--- config.mk ---
export PLATFORM = sky130hd
export DESIGN_NAME = pushbutton_power_sequencer
export DESIGN_NICKNAME = d
export VERILOG_FILES = /design/src/rtl/pb_seq_pkg.sv /design/src/rtl/pushbutton_power_sequencer.sv
export SDC_FILE = /design/constraint.sdc
export NUM_CORES = 1
export LEC_CHECK = 0
export BUFFER_PORTS_ARGS = -buffer_cell sky130_fd_sc_hd__buf_2
export CORE_MARGIN = 10
export CORE_UTILIZATION = 48
export DETAILED_ROUTE_END_ITERATION = 8
export HOLD_SLACK_MARGIN = 0.1
export PLACE_DENSITY_LB_ADDON = 0.08
export SLEW_MARGIN = 5
export SYNTH_ARGS = -nofsm -noshare
export SYNTH_HDL_FRONTEND = slang
export SYNTH_SLANG_ARGS = --single-unit
--- constraint.sdc ---
create_clock -name clk -period 6 [get_ports clk]
set_clock_uncertainty 0.1 [all_clocks]
set_input_delay 0.3 -clock clk [delete_from_list [all_inputs] [get_ports clk]]
set_output_delay 0.3 -clock clk [all_outputs]
set_load 0.05 [all_outputs]
--- src/rtl/pb_seq_pkg.sv ---
// Purpose: Constants and types for the pushbutton power sequencer.
// Assumes: 250 MHz clock; long times are top-level parameters.
// Notes:   Times are kept in their own unit, counts derived here.
package pb_seq_pkg;

  localparam int unsigned CLK_MHZ              = 250;
  localparam int unsigned TURN_ON_DEBOUNCE_MS  = 32;
  localparam int unsigned TURN_OFF_DEBOUNCE_MS = 32;
  localparam int unsigned MIN_REQUEST_MS       = 32;
  localparam int unsigned FORCED_OFF_BASE_MS   = 64;
  localparam int unsigned BLANKING_MS          = 512;
  localparam int unsigned LOCKOUT_MS           = 256;
  localparam int unsigned HALT_DELAY_US        = 30;
  localparam int unsigned EXTEND_CYCLES        = 16;
  localparam int unsigned CNT_W                = 32;

  localparam int unsigned TURN_ON_DEBOUNCE_CYC  = TURN_ON_DEBOUNCE_MS * 1000 * CLK_MHZ;
  localparam int unsigned TURN_OFF_DEBOUNCE_CYC = TURN_OFF_DEBOUNCE_MS * 1000 * CLK_MHZ;
  localparam int unsigned MIN_REQUEST_CYC       = MIN_REQUEST_MS * 1000 * CLK_MHZ;
  localparam int unsigned FORCED_OFF_BASE_CYC   = FORCED_OFF_BASE_MS * 1000 * CLK_MHZ;
  localparam int unsigned BLANKING_CYC          = BLANKING_MS * 1000 * CLK_MHZ;
  localparam int unsigned LOCKOUT_CYC           = LOCKOUT_MS * 1000 * CLK_MHZ;
  localparam int unsigned HALT_DELAY_CYC        = HALT_DELAY_US * CLK_MHZ;

  localparam logic [31:0] EXTEND_CLEAR = 32'h0000_0000;

  typedef enum logic [2:0] {
    ST_OFF      = 3'b000,
    ST_ON_DEB   = 3'b001,
    ST_BLANK    = 3'b010,
    ST_POWERED  = 3'b011,
    ST_LOCKOUT  = 3'b100,
    ST_ABORT    = 3'b101
  } seq_state_t;

  typedef struct packed {
    logic supply_o;
    logic supply_oe;
    logic request_o;
    logic request_oe;
  } pin_drive_t;

endpackage : pb_seq_pkg

--- src/rtl/pushbutton_power_sequencer.sv ---
// Purpose: Pushbutton on/off power sequencer with processor handshake.
// Assumes: Pins are asynchronous and pass four flip-flops each, three synchroniser stages and one filter register.
// Notes:   Open-drain pins are given as output and output enable.
// Contract
// Supply on after 32 ms press plus extension.
// On extension from capacitor, zero when floating.
// Supply pin open drain, polarity by variant.
// Ignore halt and button 512 ms after on.
// Halt low at blanking end releases supply.
// Halt falling edge releases within 30 us.
// Processor holds halt low at least 30 us.
// Request low after 32 ms press when powered.
// Request held 32 ms and while pressed.
// Long press releases supply and request.
// Forced off 64 ms plus off extension.
// Button ignored during lockout after release.
// Lockout lasts nominally 256 ms.
// Any button release restarts debounce timers.
// Power-up holds supply off, request released.
// Off extension counted as sixteen timer cycles; code adds off_time_extend as plain cycles.
// Extensions are cycle counts; zero means floating.
// State machine; timers cleared on state entry.
`timescale 1ns/10ps
module pushbutton_power_sequencer
  import pb_seq_pkg::*;
#(
  parameter logic        ACTIVE_HIGH_SUPPLY = 1'b1,
  parameter int unsigned TURN_ON_CYC        = TURN_ON_DEBOUNCE_CYC,
  parameter int unsigned TURN_OFF_CYC       = TURN_OFF_DEBOUNCE_CYC,
  parameter int unsigned REQUEST_MIN_CYC    = MIN_REQUEST_CYC,
  parameter int unsigned FORCED_OFF_CYC     = FORCED_OFF_BASE_CYC,
  parameter int unsigned BLANK_CYC          = BLANKING_CYC,
  parameter int unsigned LOCK_CYC           = LOCKOUT_CYC
) (
  // Clock and reset.
  input  wire logic        clk,
  input  wire logic        rst_b,
  // Pins from the outside world.
  input  wire logic        pushbutton_n,
  input  wire logic        halt_power_n,
  // Extension settings in clock cycles, zero for a floating pin.
  input  wire logic [31:0] on_time_extend,
  input  wire logic [31:0] off_time_extend,
  // Open-drain supply switch pin.
  output logic             supply_switch_o,
  output logic             supply_switch_oe,
  // Open-drain shutdown request pin.
  output logic             shutdown_request_o,
  output logic             shutdown_request_oe
);

  // Number of asynchronous pins, each with its own copy of the filter.
  localparam int unsigned N_PINS = 2;

  // Pin levels; a filtered bit is high while its pin is held low.
  logic [N_PINS-1:0] pin_raw;
  logic [N_PINS-1:0] pin_low;
  logic              pb_low;
  logic              halt_low;

  // Sequencer state.
  seq_state_t        state_q;
  seq_state_t        state_d;

  // Timers: time in the current state and length of the current press.
  logic [CNT_W-1:0]  state_cnt_q;
  logic [CNT_W-1:0]  state_cnt_d;
  logic [CNT_W-1:0]  press_cnt_q;
  logic [CNT_W-1:0]  press_cnt_d;

  // Kill input edge detector.
  logic              halt_seen_q;
  logic              halt_seen_d;

  // Supply switch state.
  logic              supply_on_q;
  logic              supply_on_d;
  logic              supply_drop;

  // Shutdown request state.
  logic              req_q;
  logic              req_d;
  logic [CNT_W-1:0]  req_cnt_q;
  logic [CNT_W-1:0]  req_cnt_d;

  // Timer targets and the events that they produce.
  logic [CNT_W-1:0]  on_target;
  logic [CNT_W-1:0]  off_target;
  logic              on_reached;
  logic              off_reached;
  logic              req_reached;
  logic              req_min_done;
  logic              blank_done;
  logic              lock_done;
  logic              halt_fall;

  // Open-drain pin drive.
  pin_drive_t        drive;

  // Each pin enters its own copy of the three-stage filter.
  assign pin_raw = {halt_power_n, pushbutton_n};

  for (genvar p = 0; p < N_PINS; p++) begin : g_pin
    logic [2:0] sync_q;
    logic [2:0] sync_d;
    logic       low_q;
    logic       low_d;

    // A level counts once the second and third stage agree, so a
    // metastable first stage never reaches the sequencer.
    always_comb begin
      sync_d = {sync_q[1:0], pin_raw[p]};
      low_d  = low_q;
      if (sync_q[1] == sync_q[2]) begin
        low_d = ~sync_q[2];
      end
    end

    // Idle pins at reset.
    always_ff @(posedge clk) begin
      if (!rst_b) begin
        sync_q <= 3'h7;
        low_q  <= 1'b0;
      end else begin
        sync_q <= sync_d;
        low_q  <= low_d;
      end
    end

    assign pin_low[p] = low_q;
  end

  assign pb_low   = pin_low[0];
  assign halt_low = pin_low[1];

  // On extension added to the fixed debounce.
  // Extension as cycle counts.
  assign on_target    = CNT_W'(TURN_ON_CYC) + on_time_extend;
  // Forced off base plus extension.
  // Extension added as plain cycles; EXTEND_CYCLES (sixteen) is not used.
  assign off_target   = CNT_W'(FORCED_OFF_CYC) + off_time_extend;

  // Each compare looks one count ahead, so the event acts on the edge
  // at which the timer would reach its target.
  // Continuous press reaches the on target.
  assign on_reached   = press_cnt_q + 32'h1 >= on_target;
  // Long press reaches the forced-off target.
  assign off_reached  = press_cnt_q + 32'h1 >= off_target;
  // Press reaches the turn-off debounce.
  assign req_reached  = press_cnt_q + 32'h1 >= CNT_W'(TURN_OFF_CYC);
  assign req_min_done = req_cnt_q + 32'h1 >= CNT_W'(REQUEST_MIN_CYC);
  // Blanking window length.
  assign blank_done   = state_cnt_q + 32'h1 >= CNT_W'(BLANK_CYC);
  // Lockout length.
  assign lock_done    = state_cnt_q + 32'h1 >= CNT_W'(LOCK_CYC);
  // A new fall of the kill input.
  assign halt_fall    = halt_low && !halt_seen_q;

  // Sequencer next state.
  always_comb begin
    state_d = state_q;
    unique case (state_q)
      ST_OFF: begin
        if (pb_low) begin
          state_d = ST_ON_DEB;
        end
      end
      ST_ON_DEB: begin
        if (!pb_low) begin
          state_d = ST_OFF;
        end else if (on_reached) begin
          state_d = ST_BLANK;
        end
      end
      ST_BLANK: begin
        // Halt and button ignored here.
        // Abort when halt is still low.
        if (blank_done) begin
          state_d = halt_low ? ST_ABORT : ST_POWERED;
        end
      end
      ST_POWERED: begin
        // Halt falling edge drops supply next cycle.
        // Long press forces power off.
        if (halt_fall || off_reached) begin
          state_d = ST_LOCKOUT;
        end
      end
      ST_ABORT: begin
        state_d = ST_LOCKOUT;
      end
      ST_LOCKOUT: begin
        // Button ignored until lockout ends.
        if (lock_done) begin
          state_d = ST_OFF;
        end
      end
      default: begin
        state_d = ST_OFF;
      end
    endcase
  end

  // Power-up starts in the off state.
  always_ff @(posedge clk) begin
    if (!rst_b) begin
      state_q <= ST_OFF;
    end else begin
      state_q <= state_d;
    end
  end

  // Timers restart on every state change, so no count carries over
  // from one phase of the sequence into the next.
  always_comb begin
    state_cnt_d = state_cnt_q + 32'h1;
    // Button release zeroes the press timer.
    press_cnt_d = pb_low ? press_cnt_q + 32'h1 : 32'h0;
    // Timers cleared on state entry.
    if (state_d != state_q) begin
      state_cnt_d = 32'h0;
      press_cnt_d = 32'h0;
    end
  end

  always_ff @(posedge clk) begin
    if (!rst_b) begin
      state_cnt_q <= 32'h0;
      press_cnt_q <= 32'h0;
    end else begin
      state_cnt_q <= state_cnt_d;
      press_cnt_q <= press_cnt_d;
    end
  end

  // The kill input must fall while powered; a low level carried over
  // from blanking is not a new request. Entry to any state marks the
  // input as already seen.
  always_comb begin
    halt_seen_d = halt_seen_q;
    if (state_q == ST_POWERED) begin
      halt_seen_d = halt_low;
    end
    if (state_d != state_q) begin
      halt_seen_d = 1'b1;
    end
  end

  always_ff @(posedge clk) begin
    if (!rst_b) begin
      halt_seen_q <= 1'b1;
    end else begin
      halt_seen_q <= halt_seen_d;
    end
  end

  // Leaving the powered state for any reason also ends a request.
  assign supply_drop = (state_q == ST_POWERED) && (state_d != ST_POWERED);

  // The supply follows the sequencer: on from the end of the turn-on
  // debounce until powered operation ends or blanking aborts.
  always_comb begin
    supply_on_d = supply_on_q;
    if (state_q == ST_ON_DEB && state_d == ST_BLANK) begin
      supply_on_d = 1'b1;
    end
    if (state_d == ST_ABORT || state_d == ST_LOCKOUT ||
        state_d == ST_OFF) begin
      supply_on_d = 1'b0;
    end
  end

  // Supply released at reset.
  always_ff @(posedge clk) begin
    if (!rst_b) begin
      supply_on_q <= 1'b0;
    end else begin
      supply_on_q <= supply_on_d;
    end
  end

  // Shutdown request next value.
  always_comb begin
    req_d     = req_q;
    req_cnt_d = req_q ? req_cnt_q + 32'h1 : 32'h0;
    if (state_q == ST_POWERED) begin
      // Request after turn-off debounce.
      if (!req_q && req_reached) begin
        req_d = 1'b1;
      end
      // Hold request minimum and while pressed.
      if (req_q && !pb_low && req_min_done) begin
        req_d = 1'b0;
      end
    end else begin
      req_d = 1'b0;
    end
    // Forced off or kill releases the request as well.
    if (supply_drop) begin
      req_d = 1'b0;
    end
  end

  // Request released at reset.
  always_ff @(posedge clk) begin
    if (!rst_b) begin
      req_q     <= 1'b0;
      req_cnt_q <= 32'h0;
    end else begin
      req_q     <= req_d;
      req_cnt_q <= req_cnt_d;
    end
  end

  // Open drain with variant polarity. The active-high variant
  // lets the pull-up raise the pin while the supply is on; the
  // active-low variant pulls the pin low while the supply is on.
  always_comb begin
    drive.supply_o   = 1'b0;
    drive.supply_oe  = ACTIVE_HIGH_SUPPLY ? ~supply_on_q : supply_on_q;
    drive.request_o  = 1'b0;
    drive.request_oe = req_q;
  end

  assign supply_switch_o     = drive.supply_o;
  assign supply_switch_oe    = drive.supply_oe;
  assign shutdown_request_o  = drive.request_o;
  assign shutdown_request_oe = drive.request_oe;

endmodule : pushbutton_power_sequencer

==> flow_summary.ini <==
[critical_path]
crit_chain = ha_1 > nand3_1 > nor4_2 > buf_4 > nor2b_1 > nand3_1 > nor2_1 > xor2_1 > ha_1 > nand4_1 > nor4_1 > o211ai_1 > o21ai_0 > and2_1 > nor4_4 > o211ai_4 > buf_12 > nor2_1
worst_path_largest_cell_delay_ns = 0.62
path_class = reg -> reg
crit_path_max_fanout = 38
path_buf_inv = 2
worst_ep_required_time_ns = 6.14
worst_path_max_delay_cell = o211ai_4
critPathLaunchType = flip-flop
cp.arrival_ns = 5.33
cp_top_family = simple AND/OR/NAND/NOR gates
cp-end-kind = flip-flop

[synth]
synth-compound-area-share = 0.122
synth_top_cell_area_share = 0.282
synth_common_cells = nor2_1, dfxtp_1, nand2_1
synth-simple-area-share = 0.300
synth_cells = 977
syn_area_per_cell_sq_um = 7.99
synthFlopType = dfxtp_1
synth-edff-count = 0
syn_area_sq_mm = 0.00781
yosysWarnings = 0
synth_fa_ha_area_frac = 0.115
yosysTopAreaCell = dfxtp_1
async_flop_share = 0
synth.area.top_cells = dfxtp_1, ha_1, xor2_1
synth_most_common_cell = nor2_1
synth_seq_cells = 110
synth-xor-area-share = 0.145
ys_seq_area_frac = 0.282
synth.lib_cells_used.distinct = 69
synthMuxAreaShare = 0.00417
synth_top_family_by_area = simple AND/OR/NAND/NOR gates

[power_and_ir_drop]
powerDensity_mw_per_mm2 = 171
peakVddDrop_mv = 0.0988
leakage_nw = 3.46
p_total_mw = 1.49

[sta]
fin_crit_ns = 5.19
worstMarginPinSlew_ns = 1.06
fmax_ghz = 0.193
setup_violations = 0
hold_viol = 0
setup_ws_ns = 0.812
rsz0062_at_grt = false
slew_violations = 0
fin_crit_sh = 0.865
relSlewSlack = 0.291
whs_ns = 0.181
tns_ns = 0

[drt]
drc_errors = 0
ant_nets = 0
viasPerCell = 5.34
wire_per_inst_microns = 13.8
vias = 6727
routed_wl_microns = 17400
drt_iter0_markers = 324
firstDrtPassIters = 4

[die]
die_y_microns = 148
coreArea_sq_mm = 0.0159
initial_core_util = 0.491
dieArea_sq_mm = 0.0218
ios = 72
num_rows = 46
die_w_microns = 148

[flow_run]
max-cap-violations = 0

[final_layout]
seqCellArea_sq_mm = 0.00220
nFillCells = 1609
diodes = 0
drive_above_1_share = 0.104
multi_input_area_sq_mm = 0.00537
fin_util = 0.547
nNetsFinal = 1178
area_growth_pct = 11.3

[placement]
io_buffers = 69
dp_hpwl_microns = 13700
routabilityCongestion = 0.845
pre_cts_ws_ns = 0.781

[global_route]
overflow = 0
gr-usage-all-layers = 0.161
grt_antenna_before_repair = 0
grt_pass1_vias = 6438
grt_start_max_net_pins = 39
grt_first_pass_wirelength_microns = 30000

[clock_tree]
cts_buffers = 9
cts_tree = built
cts_setup_buffers = 0
htreeDepth = 3
cts-root-buf = clkbuf_16
clock-sinks = 110
clk_latency_ns = 0.36
cts_resized = 0
path_clk_slew_ns = 0.08
clock_path_buffers = 2

[min_path]
hold_path.class = in -> reg

[outcome]
status = completed
## per-stage QoR
stage / cells / instance area [sq um]
global route: 1260 / 8690
CTS: 1260 / 8690
detailed placement: 1242 / 8360
global placement: 1242 / 8360
finish: 1260 / 8690
floorplan: 978 / 7810
## state kept, by name, summed over array words and instances, names as in the netlist
signal,flops
g_pin.low_q,2
g_pin.sync_q,6
halt_seen_q,1
press_cnt_q,32
req_cnt_q,32
shutdown_request_oe,1
state_cnt_q,32
state_q,3
supply_on_q,1
## logic make-up after synthesis
group | count (synthesis)
xor gates and xnor gates | 129
buffers and inverters | 59
AOI/OAI and AO/OA | 144
adders and majority gates | 72
other | 1
and+or+nand+nor | 459
muxes | 3
DFF | 110
## power by group
part / internal [mW] / switching [mW] / total (mW)
clock: 0.339 / 0.279 / 0.619
combinational: 0.0593 / 0.0726 / 0.132
sequential: 0.733 / 0.00313 / 0.736
## path summary, 6_finish.rpt
kind | from | endpoint | slack (ns) | cells past startpoint
hold / removal | rst_b | g_pin[1].sync_q[1] | 0.18 | 2
setup reg to reg | press_cnt_q[0] | state_cnt_q[7] | 0.81 | 18
setup / recovery | press_cnt_q[0] | state_cnt_q[7] | 0.81 | 18
hold reg to reg | g_pin[0].sync_q[0] | g_pin[0].sync_q[1] | 0.31 | 1
## per-layer routing
layer	track usage	wire, microns	up-vias
met5	0	0	-
met4	0.0496	128	0
met3	0.0174	315	8
met2	0.259	8010	78
met1	0.219	8970	3055
li1	-	-	3586
## area by class of cell
type                       count  share of cell area
multi-input combinational    809               0.618
sequential                   110               0.253
timing repair buffer          76              0.0478
inverter                      33              0.0143
clock inverter                 5             0.00734
tap                          216              0.0311
clock buffer                  11              0.0279
## repair_timing
| action | in CTS | in global routing |
|---|---|---|
| endpoints found under the setup margin | 0 | 0 |
| hold buffers | 2 | 0 |
| hold endpoints to repair | 2 | 0 |
## cell usage in the layout, fill, tap and decap left out, drive strengths merged, types with 3 or more instances in the layout
master and n:
a2111oi 4, a211o 3, a211oi 8, a21o 7, a21oi 39, a31oi 8
a41oi 3, and2 10, and3 11, and4 11, buf 74, clkbuf 11
dfxtp 110, ha 71, inv 35, nand2 104, nand2b 14, nand3 47
nand4 35, nor2 140, nor2b 13, nor3 20, nor3b 12, nor4 16
nor4b 4, o2111ai 3, o211ai 4, o21a 3, o21ai 34, o31a 3
o31ai 4, or3 10, or4 9, xnor2 64, xor2 65
(Power assumes the default switching activity.)
